[src/verilog/smio_pkg.sv]
// Shared constants, opcodes, state codes and helper functions of the multi-lane buffer transfer block.
package smio_pkg;

  // Widths of the cache buffer column and of the serial fields.
  localparam int COL_W      = 12;
  localparam int ADDR_BITS  = 16;
  localparam int BYTE_BITS  = 8;
  localparam int DUMMY_CLKS = 8;
  localparam int FIFO_DEPTH = 32;
  localparam int FIFO_W     = BYTE_BITS + COL_W;

  // Opcodes recognised on the link.
  localparam logic [7:0] OP_RD_DUAL       = 8'h3b;
  localparam logic [7:0] OP_RD_QUAD       = 8'h6b;
  localparam logic [7:0] OP_LOAD          = 8'h02;
  localparam logic [7:0] OP_LOAD_RND      = 8'h84;
  localparam logic [7:0] OP_LOAD_QUAD     = 8'h32;
  localparam logic [7:0] OP_LOAD_QUAD_RND = 8'h34;
  localparam logic [7:0] OP_FAST_DUAL     = 8'hbb;
  localparam logic [7:0] OP_FAST_QUAD     = 8'heb;
  localparam logic [7:0] OP_RESET         = 8'hff;

  // Lane counts, held as the number of data lanes in use.
  localparam logic [2:0] LANE1 = 3'h1;
  localparam logic [2:0] LANE2 = 3'h2;
  localparam logic [2:0] LANE4 = 3'h4;

  // Counter values and the empty lane enable pattern.
  localparam logic [4:0] CNT_ZERO   = 5'h00;
  localparam logic [4:0] DUMMY_LAST = 5'(DUMMY_CLKS - 1);
  localparam logic [3:0] OE_NONE    = 4'h0;

  // Link sequencer states, one-hot.
  typedef enum logic [5:0] {
    ST_IDLE  = 6'h01,
    ST_ADDR  = 6'h02,
    ST_DUMMY = 6'h04,
    ST_RDATA = 6'h08,
    ST_WDATA = 6'h10,
    ST_SKIP  = 6'h20
  } smio_state_t;

  // Index of the last clock of a field of the given bit count on the given lanes.
  function automatic logic [4:0] last_tick(input int bits, input logic [2:0] lanes);
    int clks;
    clks = bits;
    if (lanes == LANE4) begin
      clks = bits / 4;
    end else if (lanes == LANE2) begin
      clks = bits / 2;
    end
    return 5'(clks - 1);
  endfunction : last_tick

  // Output enable pattern for the given lanes.
  function automatic logic [3:0] lane_mask(input logic [2:0] lanes);
    logic [3:0] m;
    m = 4'h1;
    if (lanes == LANE4) begin
      m = 4'hf;
    end else if (lanes == LANE2) begin
      m = 4'h3;
    end
    return m;
  endfunction : lane_mask

  // Shifts the sampled lanes into the receive register, highest lane as most significant bit.
  function automatic logic [15:0] shift_in(input logic [15:0] sh, input logic [3:0] io, input logic [2:0] lanes);
    logic [15:0] r;
    r = {sh[14:0], io[0]};
    if (lanes == LANE4) begin
      r = {sh[11:0], io[3:0]};
    end else if (lanes == LANE2) begin
      r = {sh[13:0], io[1:0]};
    end
    return r;
  endfunction : shift_in

  // Next column, wrapping within the buffer.
  function automatic logic [COL_W-1:0] col_next(input logic [COL_W-1:0] col);
    return col + 12'h001;
  endfunction : col_next

endpackage : smio_pkg

[src/verilog/smio_fifo_if.sv]
// Interface joining the sequencer to the load data FIFO.
`timescale 1ns/1ps
interface smio_fifo_if #(
  parameter int W = 20
);
  logic         wr_valid;  // Producer offers a word.
  logic         wr_ready;  // FIFO has room.
  logic [W-1:0] wr_data;   // Word offered.
  logic         rd_valid;  // FIFO holds a word at its output.
  logic         rd_ready;  // Consumer takes the word.
  logic [W-1:0] rd_data;   // Word at the output.

  // Side that fills and drains the FIFO.
  modport fill (output wr_valid, output wr_data, input wr_ready,
                input rd_valid, input rd_data, output rd_ready);
  // The FIFO itself.
  modport store (input wr_valid, input wr_data, output wr_ready,
                 output rd_valid, output rd_data, input rd_ready);
endinterface : smio_fifo_if

[src/verilog/smio_fifo.sv]
// Load data FIFO with a registered output word.
`timescale 1ns/1ps
module smio_fifo #(
  parameter int W     = 20,
  parameter int DEPTH = 32
) (
  // Clock and reset.
  input wire logic   ref_clk,
  input wire logic   resetn,
  // FIFO ports.
  smio_fifo_if.store f
);
  localparam int AW = $clog2(DEPTH);

  // Whole FIFO state, including the storage array.
  typedef struct packed {
    logic [DEPTH-1:0][W-1:0] mem;
    logic [AW-1:0]           wp;
    logic [AW-1:0]           rp;
    logic [AW:0]             cnt;
    logic                    ov;
    logic [W-1:0]            od;
  } smio_fifo_state_t;

  smio_fifo_state_t s;       // Registered state.
  smio_fifo_state_t next_s;  // Next state.
  logic             push;    // A word enters this cycle.
  logic             pop;     // A word moves to the output register.

  // Room and output status come straight from the registered state.
  assign f.wr_ready = (s.cnt != (AW+1)'(DEPTH));
  assign f.rd_valid = s.ov;
  assign f.rd_data  = s.od;

  // Moves words in, and from storage into the output register when it is free.
  always_comb begin
    next_s = s;
    push   = f.wr_valid && (s.cnt != (AW+1)'(DEPTH));
    pop    = (s.cnt != '0) && (!s.ov || f.rd_ready);
    if (f.rd_ready) begin
      next_s.ov = 1'b0;
    end
    if (pop) begin
      next_s.od = s.mem[s.rp];
      next_s.ov = 1'b1;
      next_s.rp = s.rp + 1'b1;
    end
    if (push) begin
      next_s.mem[s.wp] = f.wr_data;
      next_s.wp        = s.wp + 1'b1;
    end
    next_s.cnt = s.cnt + (AW+1)'(push) - (AW+1)'(pop);
    if (!resetn) begin
      next_s = '0;
    end
  end

  // Registers the state.
  always_ff @(posedge ref_clk) begin
    s <= next_s;
  end
endmodule : smio_fifo

[src/verilog/smio_xfer.sv]
// Serial link sequencer for multi-lane cache buffer reads and program loads.
// Functional notes
// - Dual buffer read shifts two bits per clock.
// - Device drives lanes during dual read latency.
// - Quad buffer read drives no lanes during latency, shifts four bits.
// - Single-lane loads write serial data into buffer.
// - Quad loads capture four bits per clock.
// - Fast reads wait eight dummy clocks first.
// - Write-protect pin ignored during reads.
`timescale 1ns/1ps
module smio_xfer #(
  parameter int DEPTH = smio_pkg::FIFO_DEPTH
) (
  // Clock and reset.
  input  wire logic                        ref_clk,
  input  wire logic                        resetn,
  // Link pins.
  input  wire logic                        sck,
  input  wire logic                        cs_n,
  input  wire logic [3:0]                  data_lanes_zero_to_three_in,
  output logic      [3:0]                  data_lanes_zero_to_three_out,
  output logic      [3:0]                  data_lanes_zero_to_three_oe,
  input  wire logic                        wp_n,
  // Cache buffer read port.
  output logic                             rd_req,
  output logic      [smio_pkg::COL_W-1:0]  rd_col,
  input  wire logic                        rd_ack,
  input  wire logic [7:0]                  rd_data,
  // Cache buffer write port.
  output logic                             wr_valid,
  input  wire logic                        wr_ready,
  output logic      [7:0]                  wr_data,
  output logic      [smio_pkg::COL_W-1:0]  wr_col,
  // Device control and status.
  output logic                             buf_fill,
  output logic                             soft_reset,
  output logic                             load_overrun,
  output logic                             wp_low_load
);

  // Whole sequencer state.
  typedef struct packed {
    logic                        sck_m;    // Clock synchroniser, first stage.
    logic                        sck_s;    // Clock synchroniser, second stage.
    logic                        sck_d;    // Delayed copy for edge finding.
    logic                        cs_m;     // Select synchroniser, first stage.
    logic                        cs_s;     // Select synchroniser, second stage.
    logic [3:0]                  io_m;     // Lane synchroniser, first stage.
    logic [3:0]                  io_s;     // Lane synchroniser, second stage.
    logic                        wp_m;     // Protect synchroniser, first stage.
    logic                        wp_s;     // Protect synchroniser, second stage.
    smio_pkg::smio_state_t       st;       // Sequencer state.
    logic [4:0]                  cnt;      // Link clocks within the current field.
    logic [2:0]                  lanes;    // Lanes used by the current field.
    logic [7:0]                  op;       // Latched opcode.
    logic [15:0]                 sh;       // Receive shift register.
    logic [smio_pkg::COL_W-1:0]  col;      // Current buffer column.
    logic [7:0]                  tx;       // Byte being shifted out.
    logic [7:0]                  nxt;      // Prefetched next read byte.
    logic                        nxt_ok;   // Prefetched byte is present.
    logic                        pend;     // Buffer read outstanding.
    logic                        rd_req;   // Buffer read request pulse.
    logic [smio_pkg::COL_W-1:0]  rd_col;   // Column of the request.
    logic [3:0]                  io_out;   // Lane output values.
    logic [3:0]                  io_oe;    // Lane output enables.
    logic                        push;     // Load word offered to the FIFO.
    logic [smio_pkg::FIFO_W-1:0] pdata;    // Load word: column and byte.
    logic                        fill;     // Buffer clear pulse.
    logic                        rst;      // Reset command pulse.
    logic                        ovr;      // Load word dropped, sticky.
    logic                        wp_hit;   // Protect pin low during a load.
  } smio_xfer_state_t;

  smio_xfer_state_t s;       // Registered state.
  smio_xfer_state_t next_s;  // Next state.
  logic             rise;    // Link clock rising edge inside a frame.
  logic             fall;    // Link clock falling edge inside a frame.
  logic [7:0]       word;    // Byte driven on this falling edge.

  smio_fifo_if #(.W(smio_pkg::FIFO_W)) fq ();

  // Load data buffer between the link and the cache write port.
  smio_fifo #(.W(smio_pkg::FIFO_W), .DEPTH(DEPTH)) u_fifo (
    .ref_clk (ref_clk),
    .resetn  (resetn),
    .f       (fq.store)
  );

  // FIFO filling and draining connections.
  assign fq.wr_valid = s.push;
  assign fq.wr_data  = s.pdata;
  assign fq.rd_ready = wr_ready;

  // Outputs come straight from registers.
  assign wr_valid                     = fq.rd_valid;
  assign wr_data                      = fq.rd_data[7:0];
  assign wr_col                       = fq.rd_data[smio_pkg::FIFO_W-1:8];
  assign data_lanes_zero_to_three_out = s.io_out;
  assign data_lanes_zero_to_three_oe  = s.io_oe;
  assign rd_req                       = s.rd_req;
  assign rd_col                       = s.rd_col;
  assign buf_fill                     = s.fill;
  assign soft_reset                   = s.rst;
  assign load_overrun                 = s.ovr;
  assign wp_low_load                  = s.wp_hit;

  // Edges are found on the synchronised clock, never on the first stage.
  assign rise = s.sck_s && !s.sck_d && !s.cs_s;
  assign fall = !s.sck_s && s.sck_d && !s.cs_s;

  // Sequencer: samples lanes on rising edges and drives them on falling edges.
  always_comb begin
    next_s        = s;
    word          = s.tx;
    next_s.sck_m  = sck;
    next_s.sck_s  = s.sck_m;
    next_s.sck_d  = s.sck_s;
    next_s.cs_m   = cs_n;
    next_s.cs_s   = s.cs_m;
    next_s.io_m   = data_lanes_zero_to_three_in;
    next_s.io_s   = s.io_m;
    next_s.wp_m   = wp_n;
    next_s.wp_s   = s.wp_m;
    next_s.rd_req = 1'b0;
    next_s.push   = 1'b0;
    next_s.fill   = 1'b0;
    next_s.rst    = 1'b0;
    // A reset command clears the drop flag, but a drop in the same cycle wins.
    if (s.rst) begin
      next_s.ovr = 1'b0;
    end
    if (s.push && !fq.wr_ready) begin
      next_s.ovr = 1'b1;
    end
    // Read data arrives from the cache buffer.
    if (rd_ack && s.pend) begin
      next_s.nxt    = rd_data;
      next_s.nxt_ok = 1'b1;
      next_s.pend   = 1'b0;
    end
    // Keeps one read byte fetched ahead of the shifter.
    if ((s.st == smio_pkg::ST_DUMMY || s.st == smio_pkg::ST_RDATA) && !s.nxt_ok && !s.pend) begin
      next_s.rd_req = 1'b1;
      next_s.rd_col = s.col;
      next_s.col    = smio_pkg::col_next(s.col);
      next_s.pend   = 1'b1;
    end
    if (s.cs_s) begin
      // Deselected: release the lanes and wait for the next opcode.
      next_s.st     = smio_pkg::ST_IDLE;
      next_s.cnt    = smio_pkg::CNT_ZERO;
      next_s.lanes  = smio_pkg::LANE1;
      next_s.io_oe  = smio_pkg::OE_NONE;
      next_s.nxt_ok = 1'b0;
    end else if (rise) begin
      next_s.sh  = smio_pkg::shift_in(s.sh, s.io_s, s.lanes);
      next_s.cnt = s.cnt + 5'h01;
      case (s.st)
        smio_pkg::ST_IDLE: begin
          if (s.cnt == smio_pkg::last_tick(smio_pkg::BYTE_BITS, smio_pkg::LANE1)) begin
            next_s.op  = next_s.sh[7:0];
            next_s.cnt = smio_pkg::CNT_ZERO;
            next_s.st  = smio_pkg::ST_ADDR;
            case (next_s.sh[7:0])
              smio_pkg::OP_RESET: begin
                next_s.rst = 1'b1;
                next_s.st  = smio_pkg::ST_SKIP;
              end
              smio_pkg::OP_LOAD, smio_pkg::OP_LOAD_QUAD: begin
                next_s.fill   = 1'b1;
                next_s.wp_hit = 1'b0;
              end
              smio_pkg::OP_LOAD_RND, smio_pkg::OP_LOAD_QUAD_RND: begin
                next_s.wp_hit = 1'b0;
              end
              smio_pkg::OP_FAST_DUAL: begin
                next_s.lanes = smio_pkg::LANE2;
              end
              smio_pkg::OP_FAST_QUAD: begin
                next_s.lanes = smio_pkg::LANE4;
              end
              smio_pkg::OP_RD_DUAL, smio_pkg::OP_RD_QUAD: begin
                next_s.lanes = smio_pkg::LANE1;
              end
              default: begin
                next_s.st = smio_pkg::ST_SKIP;
              end
            endcase
          end
        end
        smio_pkg::ST_ADDR: begin
          if (s.cnt == smio_pkg::last_tick(smio_pkg::ADDR_BITS, s.lanes)) begin
            next_s.col   = next_s.sh[smio_pkg::COL_W-1:0];
            next_s.cnt   = smio_pkg::CNT_ZERO;
            next_s.st    = smio_pkg::ST_DUMMY;
            next_s.lanes = smio_pkg::LANE4;
            case (s.op)
              smio_pkg::OP_RD_DUAL, smio_pkg::OP_FAST_DUAL: begin
                next_s.lanes = smio_pkg::LANE2;
              end
              smio_pkg::OP_RD_QUAD, smio_pkg::OP_FAST_QUAD: begin
                next_s.lanes = smio_pkg::LANE4;
              end
              smio_pkg::OP_LOAD_QUAD, smio_pkg::OP_LOAD_QUAD_RND: begin
                next_s.st = smio_pkg::ST_WDATA;
              end
              default: begin
                next_s.st    = smio_pkg::ST_WDATA;
                next_s.lanes = smio_pkg::LANE1;
              end
            endcase
          end
        end
        smio_pkg::ST_DUMMY: begin
          // Latency lane values are shifted in and never used.
          if (s.cnt == smio_pkg::DUMMY_LAST) begin
            next_s.cnt = smio_pkg::CNT_ZERO;
            next_s.st  = smio_pkg::ST_RDATA;
          end
        end
        smio_pkg::ST_WDATA: begin
          if (!s.wp_s) begin
            next_s.wp_hit = 1'b1;
          end
          if (s.cnt == smio_pkg::last_tick(smio_pkg::BYTE_BITS, s.lanes)) begin
            next_s.push  = 1'b1;
            next_s.pdata = {s.col, next_s.sh[7:0]};
            next_s.col   = smio_pkg::col_next(s.col);
            next_s.cnt   = smio_pkg::CNT_ZERO;
          end
        end
        default: begin
          // Read data clocks are counted on falling edges; skipped frames idle.
          next_s.cnt = s.cnt;
        end
      endcase
    end else if (fall) begin
      case (s.st)
        smio_pkg::ST_DUMMY: begin
          // Dual buffer read takes over its two lanes during latency.
          if (s.op == smio_pkg::OP_RD_DUAL) begin
            next_s.io_oe = smio_pkg::lane_mask(smio_pkg::LANE2);
          end
        end
        smio_pkg::ST_RDATA: begin
          if (s.cnt == smio_pkg::CNT_ZERO) begin
            word          = s.nxt;
            next_s.nxt_ok = 1'b0;
          end
          next_s.io_oe  = smio_pkg::lane_mask(s.lanes);
          next_s.io_out = (s.lanes == smio_pkg::LANE4) ? word[7:4] : {2'h0, word[7:6]};
          next_s.tx     = 8'(word << s.lanes);
          next_s.cnt    = (s.cnt == smio_pkg::last_tick(smio_pkg::BYTE_BITS, s.lanes)) ?
                          smio_pkg::CNT_ZERO : s.cnt + 5'h01;
        end
        default: begin
          next_s.io_oe = s.io_oe;
        end
      endcase
    end
    if (!resetn) begin
      next_s       = '0;
      next_s.st    = smio_pkg::ST_IDLE;
      next_s.lanes = smio_pkg::LANE1;
      next_s.cs_m  = 1'b1;
      next_s.cs_s  = 1'b1;
      next_s.wp_m  = 1'b1;
      next_s.wp_s  = 1'b1;
    end
  end

  // Registers the state.
  always_ff @(posedge ref_clk) begin
    s <= next_s;
  end
endmodule : smio_xfer

[config.mk]
export PLATFORM = sky130hd
export DESIGN_NAME = smio_xfer
export DESIGN_NICKNAME = d
export VERILOG_FILES = /design/src/verilog/smio_pkg.sv /design/src/verilog/smio_fifo_if.sv /design/src/verilog/smio_fifo.sv /design/src/verilog/smio_xfer.sv
export SDC_FILE = /design/constraint.sdc
export NUM_CORES = 2
export LEC_CHECK = 0
export ABC_AREA = 1
export BUFFER_PORTS_ARGS = -buffer_cell sky130_fd_sc_hd__buf_2
export CAP_MARGIN = 10
export CORE_MARGIN = 10
export CORE_UTILIZATION = 42
export DETAILED_ROUTE_END_ITERATION = 10
export PLACE_DENSITY = 0.55
export RECOVER_POWER = 25
export SYNTH_ARGS = -nofsm -noshare
export SYNTH_HDL_FRONTEND = slang
export SYNTH_SLANG_ARGS = --single-unit
[constraint.sdc]
create_clock -name ref_clk -period 4.5 [get_ports ref_clk]
set_input_delay 0.225 -clock ref_clk [delete_from_list [all_inputs] [get_ports ref_clk]]
set_output_delay 0.225 -clock ref_clk [all_outputs]
set_load 0.05 [all_outputs]
==> impl_metrics.env <==
export IMPL_status="finished, violations left"
export IMPL_violations="max-capacitance violations, max-slew violations"
export IMPL_path_cells="inv_1, ha_1, nand4_1, nand2_1, nor3_1, buf_4, o21ai_0, a21oi_1"
export IMPL_clockRootBuffer="clkbuf_16"
export IMPL_pwr_share_seq_pct=37.9
export IMPL_synth_top_area_share_pct=46.6
export IMPL_yosysWarningCount=0
export IMPL_die_y_um=306
export IMPL_hp_start="rd_ack"
export IMPL_cp_end_kind="flip-flop"
export IMPL_yosys_most_used_dff="dfxtp_1"
export IMPL_power_internal_uw=13000
export IMPL_ir_worst_vdd_mv=0.407
export IMPL_synth_edff_count=0
export IMPL_power_leakage_uw=0.0142
export IMPL_core_um2=80800
export IMPL_final_max_slew_viol_count=363
export IMPL_power_switching_uw=6500
export IMPL_r2r_start="u_fifo.s[23]"
export IMPL_path_class="flip-flop to flip-flop"
export IMPL_setup_violations=0
export IMPL_max_clock_path_buffers=3
export IMPL_power_density_nw_per_um2=515
export IMPL_dpl_cell_area_um2=34800
export IMPL_hold_viol_final=0
export IMPL_rsz0062_at_grt="false"
export IMPL_ant_nets=0
export IMPL_vias_per_cell=5.60
export IMPL_slowest_stage="nor3_1"
export IMPL_hold_path_class="primary input to flip-flop"
export IMPL_fp_row_count=104
export IMPL_syn_area_per_cell_um2=7.44
export IMPL_timing_slew_headroom_pct=-61.9
export IMPL_final_cell_mix="o21ai_0 (1057), dfxtp_1 (795), a21oi_1 (697), nor2_1 (453), nand2_1 (366)"
export IMPL_critical_path_top_delay_family="simple AND/OR/NAND/NOR gates"
export IMPL_grt_pass1_vias=28600
export IMPL_critPathRequiredTime_ns=5.07
export IMPL_track_usage_pct=23.1
export IMPL_fp_dieW_um=306
export IMPL_vias=31000
export IMPL_ys_ff_latch=800
export IMPL_grt_pass1_wl_mm=173
export IMPL_pin_count=65
export IMPL_path_max_fanout=24
export IMPL_num_fill_cells=8126
export IMPL_worst_setup_path_start_kind="flip-flop"
export IMPL_drt_pre_antenna_iters=6
export IMPL_combPwrFrac_pct=23.4
export IMPL_cts_sinks=800
export IMPL_fin_skew_ns=0.0379
export IMPL_port_buffers=64
export IMPL_synth_area_top_cells="dfxtp_1 (47%), o21ai_0 (15%), a21oi_1 (10%), nor2_1 (5.1%), nand2_1 (4.0%)"
export IMPL_cp_startpoint="u_fifo.s[23]"
export IMPL_clk_pin_slew_ns=0.07
export IMPL_routed_wl_mm=113
export IMPL_grt_start_max_net_pins=244
export IMPL_ys_seq_area_share_pct=46.6
export IMPL_grt_overflow=0
export IMPL_clock_latency_ns=0.66
export IMPL_fin_crit_sh_pct=79.4
export IMPL_drc_errors=0
export IMPL_final_cell_area_um2=37900
export IMPL_drv_cap=7
export IMPL_htreeDepth=3
export IMPL_layout_drive_gt1_share_pct=7.07
export IMPL_synth_area_um2=34400
export IMPL_crit_path_max_incr_delay_ns=1.72
export IMPL_clockPowerShare_pct=38.7
export IMPL_final_common_cell="o21ai_0"
export IMPL_drtIter0Drc=3290
export IMPL_die_area_um2=93600
export IMPL_worstPathArrival_ns=4.14
export IMPL_area_growth_pct=10.2
export IMPL_antenna_found_initial=1
export IMPL_tightest_slew_ns=2.43
export IMPL_wl_per_cell_um=20.4
export IMPL_tns_ns=0
export IMPL_final_min_clock_period_ns=3.57
export IMPL_critPathBufInv=2
export IMPL_synth_nets=4652
export IMPL_layout_nets=4439
export IMPL_max_freq_mhz=280
export IMPL_cts_tree="yes"
export IMPL_synth_top_area_cell="dfxtp_1"
export IMPL_synth_async_reset_ratio_pct=0
export IMPL_dp_hpwl_mm=67.7
export IMPL_ctsResizeCount=0
export IMPL_gp_congestion=0.874
export IMPL_netSwitchingFraction_pct=33.3
export IMPL_initial_core_util_pct=42.5
export IMPL_synth_cells=4615
export IMPL_ys_types=44
export IMPL_cts_buffers=88
[synthesized netlist by cell type, types with 3 or more instances]
library cell and n:
o21ai_0 1054, dfxtp_1 800, a21oi_1 697, nor2_1 471
nand2_1 363, clkbuf_1 315, inv_1 278, o22ai_1 102
nand3_1 100, buf_2 74, nand4_1 60, o221ai_1 58
buf_4 46, o211ai_1 35, buf_1 20, o21ai_1 18
ha_1 17, nor2_2 16, xor2_1 15, nand2_2 12
inv_2 9, buf_6 8, or2_2 7, nor3_1 6
a41oi_1 3, inv_4 3, nand3_2 3, nand3_4 3
[final cells by class]
type	instances	area [um^2]	area share (%)
Sequential cell	800	16000	42.3
Multi-Input combinational cell	3060	15200	40.2
Clock buffer	128	2620	6.92
Tap cell	1060	1330	3.50
Inverter	292	1110	2.94
Timing Repair Buffer	160	1110	2.94
Clock inverter	32	423	1.12
Antenna cell	1	2.50	0.00661
[routing by layer]
metal	wire length (um)	share of wire (%)	global-route usage, %	vias up
li1	-	-	-	15300
met1	53200	47	32.3	14700
met2	50900	45	36.9	864
met3	6410	5.7	3.25	145
met4	2520	2.2	6.42	2
met5	12	0.011	0	-
[worst paths after layout]
path	slack [ns]	endpoint	cells after the start
setup / recovery	0.93	u_fifo.s[436]	8
hold / removal	0.15	s[46]	4
setup reg to reg	0.93	u_fifo.s[436]	8
hold reg to reg	0.40	s[116]	2
[cell families (layout without fill, tap and decap cells)]
group           Yosys count  in the layout  synth area share, %
compound gates         1974           1974                 30.1
simple gates           1052           1052                 13.0
flops                   800            800                 46.6
buf+inv                 755            612                 9.22
fa+ha+maj                18             18                0.677
xor+xnor                 16             16                0.408
other cells               0              1                    0
[worst register-to-register path: stages, from the launching register on]
cell,delay (ns)
dfxtp_1,0.34
inv_1,0.06
ha_1,0.20
nand4_1,0.13
nand2_1,0.21
nor3_1,1.73
buf_4,0.52
o21ai_0,0.14
a21oi_1,0.16
[repair_timing]
item	CTS	global route
endpoints found under the hold margin	16	0
setup buffers	0	0
hold buffers	16	0
[sequential cells by signal (all words and copies together) (netlist names)]
signal                        cells
u_fifo.s                        656
rd_col                           12
data_lanes_zero_to_three_oe       3
load_overrun                      1
u_fifo.f.rd_valid                 1
wp_low_load                       1
fq.wr_valid                       1
data_lanes_zero_to_three_out      4
rd_req                            1
fq.wr_data                       20
soft_reset                        1
buf_fill                          1
u_fifo.f.rd_data                 20
s                                78
[power by group through the flow]
stage | clock network, uW | registers, uW | logic, uW
2_1_floorplan | 0 | 7410 | 3180
3_3_place_gp | 0 | 7540 | 4580
3_5_place_dp | 0 | 7530 | 4560
4_1_cts | 7660 | 7380 | 4580
5_1_grt | 7940 | 7390 | 5020
6_report | 7530 | 7390 | 4570
[per-stage QoR]
stage | power, uW | cells | worst slack, ns | util (%) | hold WS [ns]
2_1_floorplan | 10600 | 4615 | 1.79 | - | 0.323
3_3_place_gp | 12100 | 5356 | 1.56 | 43.0 | 0.394
3_5_place_dp | 12100 | 5356 | 1.51 | 43.0 | 0.398
4_1_cts | 19600 | 5532 | 1.43 | 47.0 | 0.0587
5_1_grt | 20400 | 5532 | 0.703 | 46.8 | 0.207
6_report | 19500 | 5533 | 0.927 | 46.8 | 0.154
Power figures use the tool's default switching activity.
